<file path="src/logic/iev_defines.svh">
/*
  Constants for the interrupt enable and vectoring block: register
  addresses, field positions, reset values, vector layout and timing.
  Assumes inclusion by bare name from design files.
*/
`ifndef IEV_DEFINES_SVH
`define IEV_DEFINES_SVH

// ============================================================
// Register addresses on the special-function register port
`define IEV_ADDR_GROUP_A     8'hA8
`define IEV_ADDR_GROUP_B     8'hB8
`define IEV_ADDR_GROUP_C     8'h9A

// ============================================================
// Field positions and masks
`define IEV_GLOBAL_EN_BIT    7
`define IEV_GROUP_A_MASK     8'hBF
`define IEV_GROUP_BC_MASK    8'h3F
`define IEV_EN_RESET         8'h00

// ============================================================
// Vector layout and timing
`define IEV_VEC_BASE         16'h0003
`define IEV_VEC_STEP         16'h0008
`define IEV_DETECT_CYCLES    1
`define IEV_CALL_CYCLES      6
`define IEV_NUM_SRC          18

`endif

</file>
<file path="src/logic/iev_pkg.sv">
/*
  Types for the interrupt enable and vectoring block.
  Assumes iev_defines.svh is available on the include path.
*/
`include "iev_defines.svh"

package iev_pkg;

    // Controller sequencing states
    typedef enum logic [1:0] {
        IEV_IDLE  = 2'b00,
        IEV_CALL  = 2'b01,
        IEV_SERVE = 2'b10
    } iev_state_t;

    typedef logic [4:0] iev_src_t;

endpackage

</file>
<file path="src/logic/iev_ctrl.sv">
/*
  Interrupt enable registers and vectoring controller.
  Holds the three enable registers, latches source request flags,
  picks the next interrupt and forces a call to its vector.
  Assumes the core strobes instr_cycle_i once per instruction cycle,
  reports the return-from-interrupt instruction on reti_i, and gives
  each source a two-bit priority level on prio_i (higher wins).
*/
// Behaviour
// Global enable off means no interrupt is ever acknowledged.
// Group A bits 5..0 gate sleep timer, AES, rx1, rx0, ADC, radio txrx.
// Group B bits 5..0 gate port0, timer4, timer3, timer2, timer1, DMA.
// Group C bits 5..0 gate watchdog, port1, tx1, tx0, port2, radio general.
// Unused enable bits ignore writes and read zero.
// An acknowledged interrupt redirects execution to its source vector.
// During service only a strictly higher priority may preempt.
// Return from interrupt ends the active service level.
// Request flags set regardless of any enable.
// Enabled flagged source is acknowledged next instruction cycle by call.
// Equal or lower requests wait until they are highest outstanding.
// Minimum latency is one detect plus six call cycles.
// Vectors start at 03h and step by eight to 8Bh.
// A flag clears when the core vectors to its routine.
// Same priority ties go to the lowest source number.
`timescale 1ns/1ns
`default_nettype none
`include "iev_defines.svh"

module iev_ctrl
    import iev_pkg::*;
#(
    parameter int NUM_SRC = `IEV_NUM_SRC
)
(
    input  wire logic                 sys_clk_i,
    input  wire logic                 rst_n_i,
    input  wire logic [7:0]           sfr_addr_i,
    input  wire logic                 sfr_wr_i,
    input  wire logic [7:0]           sfr_wdata_i,
    output logic      [7:0]           sfr_rdata_o,
    input  wire logic [NUM_SRC-1:0]   src_event_i,
    input  wire logic [2*NUM_SRC-1:0] prio_i,
    input  wire logic                 instr_cycle_i,
    input  wire logic                 reti_i,
    output logic                      call_req_o,
    output logic      [15:0]          vector_o,
    output logic      [NUM_SRC-1:0]   flag_o,
    output logic      [3:0]           active_levels_o
);

    // Enable map and vector table are fixed at eighteen sources
    if (NUM_SRC != `IEV_NUM_SRC)
    begin : g_bad_num_src
        $error("iev_ctrl serves exactly eighteen sources");
    end

    // ============================================================
    // Whole state of the module
    typedef struct packed {
        logic [7:0]         en_a;
        logic [7:0]         en_b;
        logic [7:0]         en_c;
        logic [NUM_SRC-1:0] flag;
        iev_state_t         state;
        logic [2:0]         cnt;
        iev_src_t           src;
        logic [1:0]         level;
        logic [3:0]         active;
        logic [15:0]        vector;
    } iev_ctrl_t;

    iev_ctrl_t st_r;
    iev_ctrl_t st_nxt;

    logic [NUM_SRC-1:0] src_en;
    logic [NUM_SRC-1:0] eligible;
    logic               win_found;
    iev_src_t           win_src;
    logic [1:0]         win_level;

    // True when level lv is above every level in service, for preemption
    function automatic logic preempts(input logic [3:0] act, input logic [1:0] lv);
        logic ok;
        ok = 1'b1;
        for (int i = 0; i < 4; i++)
            if (act[i] && (2'(i) >= lv))
                ok = 1'b0;
        return ok;
    endfunction

    // Vector for a source number
    function automatic logic [15:0] vec_of(input iev_src_t s);
        return `IEV_VEC_BASE + 16'(s) * `IEV_VEC_STEP;
    endfunction

    // ============================================================
    // Per-source enable map in vector order
    always_comb
    begin
        src_en     = '0;
        src_en[0]  = st_r.en_a[0];
        src_en[1]  = st_r.en_a[1];
        src_en[2]  = st_r.en_a[2];
        src_en[3]  = st_r.en_a[3];
        src_en[4]  = st_r.en_a[4];
        src_en[5]  = st_r.en_a[5];
        src_en[6]  = st_r.en_c[1];
        src_en[7]  = st_r.en_c[2];
        src_en[8]  = st_r.en_b[0];
        src_en[9]  = st_r.en_b[1];
        src_en[10] = st_r.en_b[2];
        src_en[11] = st_r.en_b[3];
        src_en[12] = st_r.en_b[4];
        src_en[13] = st_r.en_b[5];
        src_en[14] = st_r.en_c[3];
        src_en[15] = st_r.en_c[4];
        src_en[16] = st_r.en_c[0];
        src_en[17] = st_r.en_c[5];
    end

    // Requests that may be acknowledged at all
    assign eligible = st_r.en_a[`IEV_GLOBAL_EN_BIT] ? (st_r.flag & src_en) : '0;

    iev_arbiter #(
        .NUM_SRC (NUM_SRC)
    ) u_arb (
        .req_i   (eligible),
        .prio_i  (prio_i),
        .found_o (win_found),
        .src_o   (win_src),
        .level_o (win_level)
    );

    // ============================================================
    // Next-state logic
    always_comb
    begin
        st_nxt = st_r;
        // Register writes; unused bits forced to zero
        if (sfr_wr_i && sfr_addr_i == `IEV_ADDR_GROUP_A)
            st_nxt.en_a = sfr_wdata_i & `IEV_GROUP_A_MASK;
        if (sfr_wr_i && sfr_addr_i == `IEV_ADDR_GROUP_B)
            st_nxt.en_b = sfr_wdata_i & `IEV_GROUP_BC_MASK;
        if (sfr_wr_i && sfr_addr_i == `IEV_ADDR_GROUP_C)
            st_nxt.en_c = sfr_wdata_i & `IEV_GROUP_BC_MASK;

        // Return ends highest active level
        if (reti_i)
        begin
            for (int i = 0; i < 4; i++)
                if (st_r.active[i] && !(|(st_r.active >> (i + 1))))
                    st_nxt.active[i] = 1'b0;
        end

        unique case (st_r.state)
            IEV_IDLE, IEV_SERVE:
            begin
                // Detect cycle: take winner if it outranks service
                if (instr_cycle_i && win_found
                    && preempts(st_r.active, win_level))
                begin
                    st_nxt.state = IEV_CALL;
                    st_nxt.src   = win_src;
                    st_nxt.level = win_level;
                    st_nxt.cnt   = 3'(`IEV_CALL_CYCLES - 1);
                    st_nxt.flag[win_src] = 1'b0;
                end
            end
            IEV_CALL:
            begin
                if (instr_cycle_i)
                begin
                    if (st_r.cnt == 3'h0)
                    begin
                        st_nxt.state  = IEV_SERVE;
                        st_nxt.vector = vec_of(st_r.src);
                        st_nxt.active[st_r.level] = 1'b1;
                    end
                    else
                        st_nxt.cnt = st_r.cnt - 3'h1;
                end
            end
            default:
                st_nxt.state = IEV_IDLE;
        endcase

        if (st_nxt.state == IEV_SERVE && st_nxt.active == 4'h0)
            st_nxt.state = IEV_IDLE;

        // New events set flags; set wins over hardware clear
        st_nxt.flag = st_nxt.flag | src_event_i;
    end

    // ============================================================
    // State register
    always_ff @(posedge sys_clk_i or negedge rst_n_i)
    begin
        if (!rst_n_i)
        begin
            st_r        <= '0;
            st_r.en_a   <= `IEV_EN_RESET;
            st_r.en_b   <= `IEV_EN_RESET;
            st_r.en_c   <= `IEV_EN_RESET;
            st_r.state  <= IEV_IDLE;
        end
        else
            st_r <= st_nxt;
    end

    // ============================================================
    // Read mux and outputs
    always_comb
    begin
        unique case (sfr_addr_i)
            `IEV_ADDR_GROUP_A: sfr_rdata_o = st_r.en_a;
            `IEV_ADDR_GROUP_B: sfr_rdata_o = st_r.en_b;
            `IEV_ADDR_GROUP_C: sfr_rdata_o = st_r.en_c;
            default:           sfr_rdata_o = 8'h00;
        endcase
    end

    // One-cycle call pulse when the forced call completes
    assign call_req_o      = (st_r.state == IEV_CALL) && instr_cycle_i
                             && (st_r.cnt == 3'h0);
    assign vector_o        = st_r.vector;
    assign flag_o          = st_r.flag;
    assign active_levels_o = st_r.active;

    // ============================================================
    // Checks
    chk_global_off: assert property (@(posedge sys_clk_i) disable iff (!rst_n_i)
        (st_r.state != IEV_CALL && !st_r.en_a[`IEV_GLOBAL_EN_BIT])
        |=> st_r.state != IEV_CALL) else $error("call with global enable off");
    chk_unused_zero: assert property (@(posedge sys_clk_i) disable iff (!rst_n_i)
        st_r.en_a[6] == 1'b0 && st_r.en_b[7:6] == 2'b00 && st_r.en_c[7:6] == 2'b00)
        else $error("unused enable bit set");
    chk_vector_map: assert property (@(posedge sys_clk_i) disable iff (!rst_n_i)
        call_req_o |=> vector_o == 16'h0003 + 16'(st_r.src) * 16'h0008)
        else $error("wrong vector");
    chk_flag_set: assert property (@(posedge sys_clk_i) disable iff (!rst_n_i)
        src_event_i[3] |=> flag_o[3]) else $error("event lost");
    chk_flag_clear: assert property (@(posedge sys_clk_i) disable iff (!rst_n_i)
        (st_r.state != IEV_CALL && st_nxt.state == IEV_CALL && !src_event_i[win_src])
        |=> !st_r.flag[st_r.src]) else $error("flag not cleared");
    chk_call_length: assert property (@(posedge sys_clk_i) disable iff (!rst_n_i)
        $rose(st_r.state == IEV_CALL) |-> st_r.cnt == 3'h5)
        else $error("call length wrong");
    chk_preempt_rank: assert property (@(posedge sys_clk_i) disable iff (!rst_n_i)
        (st_r.state == IEV_SERVE && st_nxt.state == IEV_CALL)
        |-> preempts(st_r.active, st_nxt.level)) else $error("bad preemption");
    chk_reti_drop: assert property (@(posedge sys_clk_i) disable iff (!rst_n_i)
        (reti_i && st_r.state != IEV_CALL && st_r.active == 4'h1)
        |=> st_r.active == 4'h0) else $error("return kept level");

endmodule

`default_nettype wire

</file>
<file path="src/logic/iev_arbiter.sv">
/*
  Priority picker: chooses the lowest-numbered request at the highest
  priority level present. Pure combinational.
  Assumes request and priority vectors are stable within a cycle.
*/
`timescale 1ns/1ns
`default_nettype none

module iev_arbiter
    import iev_pkg::*;
#(
    parameter int NUM_SRC = 18
)
(
    input  wire logic [NUM_SRC-1:0]   req_i,
    input  wire logic [2*NUM_SRC-1:0] prio_i,
    output logic                      found_o,
    output iev_src_t                  src_o,
    output logic      [1:0]           level_o
);

    // ============================================================
    // Winner number must fit the five-bit source field
    if (NUM_SRC < 1 || NUM_SRC > 32)
    begin : g_bad_num_src
        $error("iev_arbiter serves one to thirty-two sources");
    end

    // ============================================================
    // Scan levels low to high, sources high to low so highest level and lowest source win
    always_comb
    begin
        found_o = 1'b0;
        src_o   = '0;
        level_o = 2'b00;
        for (int lv = 0; lv < 4; lv++)
        begin
            for (int s = NUM_SRC - 1; s >= 0; s--)
            begin
                if (req_i[s] && (prio_i[2*s +: 2] == 2'(lv)))
                begin
                    found_o = 1'b1;
                    src_o   = 5'(s);
                    level_o = 2'(lv);
                end
            end
        end
    end

endmodule

`default_nettype wire

</file>
<file path="config.mk">
export PLATFORM = sky130hd
export DESIGN_NAME = iev_ctrl
export DESIGN_NICKNAME = d
export VERILOG_FILES = /design/src/logic/iev_pkg.sv /design/src/logic/iev_ctrl.sv /design/src/logic/iev_arbiter.sv
export VERILOG_INCLUDE_DIRS = /design/src /design/src/logic
export SDC_FILE = /design/constraint.sdc
export NUM_CORES = 1
export LEC_CHECK = 0
export BUFFER_PORTS_ARGS = -buffer_cell sky130_fd_sc_hd__buf_4
export CORE_ASPECT_RATIO = 1.25
export CORE_MARGIN = 8
export CORE_UTILIZATION = 35
export DETAILED_ROUTE_END_ITERATION = 10
export PLACE_DENSITY_LB_ADDON = 0.08
export SLEW_MARGIN = 20
export SYNTH_ARGS = -nofsm -noshare
export SYNTH_HDL_FRONTEND = slang
export SYNTH_HIERARCHICAL = 1
export SYNTH_SLANG_ARGS = --single-unit
</file>
<file path="constraint.sdc">
create_clock -name sys_clk_i -period 4.6 [get_ports sys_clk_i]
set_input_delay 0 -clock sys_clk_i [delete_from_list [all_inputs] [get_ports sys_clk_i]]
set_output_delay 0 -clock sys_clk_i [all_outputs]
set_load 0.005 [all_outputs]
</file>
==> impl_metrics.ini, run 1 <==
[status]
outcome = completed

[global_route]
grt_use_total_pct = 18.7
grt_max_degree = 60
grt_pass1_wl_um = 25700
grt.overflow.total = 0
antenna_found_initial = 0
grt_pass1_vias = 4711

[drt]
routed-wl-met2_um = 8230
wl_per_cell_um = 19.6
dr.first_iter.drc_count = 292
dr.pass1.iters = 5
route.met3.wl_um = 640
wl_met1_um = 6940
drtAntennaViolNets = 0
drc_errors = 0
vias = 4547
viasPerCell = 5.45
top_layer_used = met4
postRouteWirelength_um = 16300

[critical_path]
critical-path-max-stage-delay_ns = 0.74
r2r_slack_ns = 0.73
r2r_cells = 10
worstSetupPathType = reg2reg
path_cells = and3_1, nor3b_1, nor4_1, a2111oi_0, nor4bb_1, o31ai_1, a31oi_1, or2_2, nor4b_1, a21oi_1
required_ns = 4.79
rr_endpoint = flag_o[3]
crit_path_start = st_r[73]
rr_startpoint = st_r[73]
critical_path.top_delay_family = simple AND/OR/NAND/NOR gates
crit_buf_inv = 0
cp_max_fo = 20
crit_path_end = flag_o[3]
end_kind = flip-flop
worstSetupPathDepth = 10
arrival_ns = 4.06
slowest_stage = dfrtp_1
start_kind = flip-flop

[synthesis]
syn_area_mm2 = 0.00472
synth_cell_types = 68
ys.flop_type = dfrtp_1
netlist_instances = 548
synth_edf_count = 0
ys_ff_latch = 59
async_flop_share_pct = 100
syn_area_per_cell_um2 = 8.61
ys_seq_area_share_pct = 31.3
ys_warn_count = 6

[clock_tree]
cts_tree = yes
cts_root_buf = clkbuf_16
clockBufferDepth = 2
holdBufCountCts = 27
numCtsBuffers = 9
clkLatencyLatePin_ns = 0.33
post_cts_resized = 0
htree_levels = 3
clkTransAtPathRegs_ns = 0.05
cts.sinks = 59
cts_post_setup_buffers_inserted = 0

[sta]
rsz0062_at_grt = no
tightest_slew_ns = 0.764
tns_ns = 0
max_freq_ghz = 0.258
max-slew-margin-rel_pct = 49.0
hold_violations = 0
whs_ns = 0.0313
period_minus_slack_ns = 3.87
clock_skew_ns = 0.00773
period_share_pct = 84.2
setup_violations = 0
final_max_slew_viol_count = 0

[power_and_ir_drop]
power_density_mw_per_mm2 = 235
total_power_mw = 1.42
peakVddDrop_uv = 177
p_leak_nw = 2.87
combinationalPowerShare_pct = 17.0
clkPwrFrac_pct = 42.5
seq_power_share_pct = 40.5
net-switching-power_mw = 0.369
power_switching_share_pct = 26.1
p_int_mw = 1.05

[placed_design]
dp_hpwl_um = 13300
gp_congestion = 0.869
io_buffers = 110

[die]
ios = 122
core_mm2 = 0.0132
die_h_um = 146
placementRows = 47
initial_core_util_pct = 35.7
die_x_um = 120
design.die.area_mm2 = 0.0175

[cells_and_area]
fin_nets = 736
synthToLayoutAreaGrowth_pct = 27.7
diodes = 0
drive_above_1_share_pct = 27.8
fin_util_pct = 45.5
mostFrequentLayoutCells = buf_4, dfrtp_1, nand2_1
layout_commonest_cell = buf_4

[min_path]
hp-class = in2reg
hold_depth = 3

[run]
maxCapViolCount = 0
[power groups by stage]
stage / Combinational [mW] / Clock [mW] / Sequential, mW
4_1_cts: 0.243 / 0.620 / 0.574
6_report: 0.241 / 0.602 / 0.574
3_5_place_dp: 0.223 / 0 / 0.583
5_1_grt: 0.270 / 0.642 / 0.578
3_3_place_gp: 0.217 / 0 / 0.582
2_1_floorplan: 0.129 / 0 / 0.572
[tightest hold or removal path, stage by stage]
cell	delay, ns
buf_4	0.13
nand2_1	0.05
a31o_2	0.14
[how the worst min path moves through the flow]
stage,startpoint,endpoint,slack [ns]
final,instr_cycle_i,st_r[30],0.03
after global placement,rst_n_i,vector_o[1],0.13
after global routing,instr_cycle_i,st_r[30],0.05
after detailed placement,rst_n_i,vector_o[1],0.12
after floorplan,rst_n_i,active_levels_o[0],-0.30
after CTS,instr_cycle_i,st_r[30],0.02
[cells by family (layout without fill, tap and decap cells)]
| logic type | after synthesis | count (layout) | share of synthesized area (%) |
|---|---|---|---|
| DFF | 59 | 59 | 31.3 |
| xor gates and xnor gates | 1 | 1 | 0.186 |
| AOI/OAI and AO/OA | 95 | 95 | 13.8 |
| buffers and inverters | 64 | 170 | 8.33 |
| adders and majority gates | 2 | 2 | 0.530 |
| other | 1 | 10 | 0.0795 |
| muxes | 32 | 32 | 7.64 |
| and+or+nand+nor | 294 | 294 | 38.2 |
[stage by stage]
step | cells | instance area, um^2 | setup WS [ns]
floorplan | 557 | 4750 | 1.43
global placement | 792 | 5480 | 0.823
detailed placement | 792 | 5480 | 0.796
CTS | 834 | 6020 | 0.770
global route | 834 | 6020 | 0.391
finish | 834 | 6020 | 0.729
[routing by layer]
| layer | vias up | track usage, % |
|---|---|---|
| li1 | 2226 | - |
| met5 | - | 0 |
| met3 | 32 | 3.30 |
| met4 | 0 | 7.89 |
| met2 | 122 | 32.0 |
| met1 | 2167 | 22.3 |
[cells in the mapped netlist, drive strengths merged (7+ instances only)]
library cell / instances / area, um^2
dfrtp: 59 / 1480
nor3: 15 / 86.3
nor2b: 11 / 68.8
a21oi: 21 / 105
o211ai: 7 / 52.6
mux2: 32 / 360
nand2: 53 / 206
and3: 22 / 138
nand3b: 21 / 158
nor4: 10 / 108
nor2: 45 / 171
o21ai: 12 / 60.1
nor3b: 21 / 158
inv: 12 / 45.0
a31oi: 11 / 68.8
and3b: 17 / 151
clkbuf: 7 / 26.3
nand2b: 9 / 56.3
buf: 44 / 318
nand3: 30 / 155
[final cells by class]
type                       instances  area [um^2]
timing repair buffer             142         1130
tap                              171          214
clock buffer                      10          239
inverter                          13         48.8
multi-input combinational        434         2880
clock inverter                     5         30.0
sequential                        59         1480
fill                            1341         7210
[registers in the layout, indices dropped and copies added (netlist names)]
register / cells
st_r: 13
flag_o: 18
src_en: 18
vector_o: 6
active_levels_o: 4
Power figures use the tool's default switching activity.
==> run 2, diff against run 1 <==
--- a/config.mk
+++ b/config.mk
@@ -6,6 +6,7 @@
 export SDC_FILE = /design/constraint.sdc
 export NUM_CORES = 1
 export LEC_CHECK = 0
+export ABC_AREA = 1
 export BUFFER_PORTS_ARGS = -buffer_cell sky130_fd_sc_hd__buf_4
 export CORE_ASPECT_RATIO = 1.25
 export CORE_MARGIN = 8
==> constraint.sdc (replaced) <==
create_clock -name sys_clk_i -period 3.7 [get_ports sys_clk_i]
set_input_delay 0 -clock sys_clk_i [delete_from_list [all_inputs] [get_ports sys_clk_i]]
set_output_delay 0 -clock sys_clk_i [all_outputs]
set_load 0.005 [all_outputs]
==> run 2 against run 1 <==
The flow now finishes with violations (negative setup slack). Core utilization up 11 points. Synthesized cell count rose by 33%. Clock power grew 50%. First-iteration DRC count down 11%. Final area rose by 24%. Worst setup slack worse by 2.2 ns. Highest routed layer unchanged.
==> impl_metrics.ini, run 2 <==
[placed_design]
dp_slack_ns = -1.73
dp.cells = 1128
gp_congestion = 0.869
io_buffers = 110
dp_hpwl_um = 14300

[critical_path]
worstSetupPathType = reg2reg
end_kind = flip-flop
start_kind = flip-flop
critical-path-max-stage-delay_ns = 0.34
critical_path.top_delay_family = simple AND/OR/NAND/NOR gates
rr_startpoint = st_r[73]
arrival_ns = 5.44
slowest_stage = dfrtp_1
crit_path_start = st_r[73]
crit_buf_inv = 4
crit_path_frequent_cell = nand2_1
cp_max_fo = 6
required_ns = 3.92

[global_route]
grt_pass1_wl_um = 27600
grt.overflow.total = 0
antenna_found_initial = 0
grt_max_degree = 60
grt_pass1_vias = 5475
grt_use_total_pct = 19.9

[die]
die_h_um = 146
ios = 122
placementRows = 47
core_mm2 = 0.0132
initial_core_util_pct = 35.7
design.die.area_mm2 = 0.0175
die_x_um = 120

[cells_and_area]
diodes = 0
fillerInstances = 1297
synthToLayoutAreaGrowth_pct = 58.5
multi_input_area_mm2 = 0.00263
fin_nets = 1088
mostFrequentLayoutCells = buf_4, nand2_1, inv_1
fin_util_pct = 56.6
drive_above_1_share_pct = 36.4
layout_commonest_cell = buf_4
register_area_mm2 = 0.00148
fin_cells = 1186

[synthesis]
synthTopCellsByArea = dfrtp_1, nand2_1, inv_1
syn_area_per_cell_um2 = 6.47
synthXorXnorAreaFrac_pct = 0.185
synth_top_family_by_area = simple AND/OR/NAND/NOR gates
netlist_instances = 730
synth_fa_ha_area_share_pct = 0.530
synth_commonest_cells = nand2_1, inv_1, nor2_1
synth_top_area_cell = dfrtp_1
async_flop_share_pct = 100
syn_area_mm2 = 0.00472
ys_warn_count = 6
synthMuxAreaShare_pct = 0
synth_edf_count = 0
synth_top_area_share_pct = 31.3
ys_seq_area_share_pct = 31.3
synth_cell_types = 36
yosys.area_share.simple_pct = 40.4
ys_ff_latch = 59
synth.most_common_cell = nand2_1
synth_compound_area_share_pct = 10.6
ys.flop_type = dfrtp_1

[sta]
setup_slack_ns = -1.52
tns_ns = -27.61
clock_skew_ns = 0.00505
rsz0062_at_grt = yes
hold_violations = 0
max_freq_ghz = 0.192
period_minus_slack_ns = 5.22
final_max_slew_viol_count = 0
tightest_slew_ns = 0.796
max-slew-margin-rel_pct = 46.9
setup_violations = 20
period_share_pct = 141

[drt]
wl_per_cell_um = 14.8
dr.pass1.iters = 5
drc_errors = 0
dr.first_iter.drc_count = 261
viasPerCell = 4.59
drtAntennaViolNets = 0
postRouteWirelength_um = 17500
vias = 5449

[power_and_ir_drop]
power_density_mw_per_mm2 = 397
p_leak_nw = 4.21
peakVddDrop_uv = 427

[clock_tree]
numCtsBuffers = 9
htree_levels = 3
cts_root_buf = clkbuf_16
cts.sinks = 59
cts_tree = yes
clockBufferDepth = 2
clkLatencyLatePin_ns = 0.33
clkTransAtPathRegs_ns = 0.06

[status]
outcome = complete, but fails checks
violations = negative setup slack

[min_path]
worstHoldStart = instr_cycle_i
hp-class = in2reg

[run]
maxCapViolCount = 0
run 2: cell types whose count changed after synthesis, sizes merged, moves of 21 or more:
cell	delta
nor2	+30
nor3b	-21
nand3b	-21
nand3	+48
o21ai	+21
and3	-22
nand2	+182
inv	+101
mux2	-32
run 2: layer usage:
metal	track usage (%)	share of wire [%]	up-vias
met3	4.43	5.6	12
li1	-	-	2812
met4	4.82	1.3	0
met5	0	0	-
met2	34.5	50	136
met1	24.3	43	2489
run 2: worst paths after layout:
check	cells past startpoint	slack (ns)	endpoint
setup / recovery	81	-1.52	flag_o[3]
hold / removal	3	0.04	st_r[30]
setup reg to reg	81	-1.52	flag_o[3]
hold reg to reg	2	0.47	vector_o[3]
max in group asynchronous	2	2.87	active_levels_o[2]
min in group asynchronous	2	0.30	src_en[17]
run 2: worst min-delay path, cell delays in order:
cell     delay (ns)
buf_4          0.10
or2_2          0.14
nand3_1        0.08
run 2: power by group:
part | switching, mW | internal, mW | leakage (nW)
Combinational | 0.662 | 0.579 | 3.44
Clock | 0.318 | 0.588 | 0.152
Sequential | 0.0728 | 0.751 | 0.623
Total | 1.05 | 1.92 | 4.21
run 2: timing repair:
item | in CTS | in global routing
hold buffers | 27 | 0
hold endpoints to repair | 97 | 0
gates resized for setup | 24 | 15
pin swaps | 31 | 16
setup endpoints to repair | 20 | 23
buffers inserted | 5 | 11
run 2: final cells by class:
cell class	count	share of cell area, %
Multi-Input combinational cell	518	35.1
Clock buffer	9	3.01
Inverter	114	5.72
Tap cell	171	2.86
Clock inverter	6	1.20
Sequential cell	59	19.7
Timing Repair Buffer	309	32.4
run 2: cells by family after synthesis:
kind of cell,count (synthesis)
and+or+nand+nor,429
buffers and inverters,162
AOI/OAI and AO/OA,76
DFF,59
adders and majority gates,2
xor gates and xnor gates,1
other,1
run 2: stage by stage:
| step | instance area (um^2) | power, mW | hold WS (ns) |
|---|---|---|---|
| 2_1_floorplan | 4800 | 1.49 | -0.296 |
| 3_3_place_gp | 6640 | 1.94 | 0.136 |
| 3_5_place_dp | 6640 | 1.96 | 0.134 |
| 4_1_cts | 7350 | 2.93 | 0.0337 |
| 5_1_grt | 7480 | 3.16 | 0.0437 |
| 6_report | 7480 | 2.97 | 0.0383 |
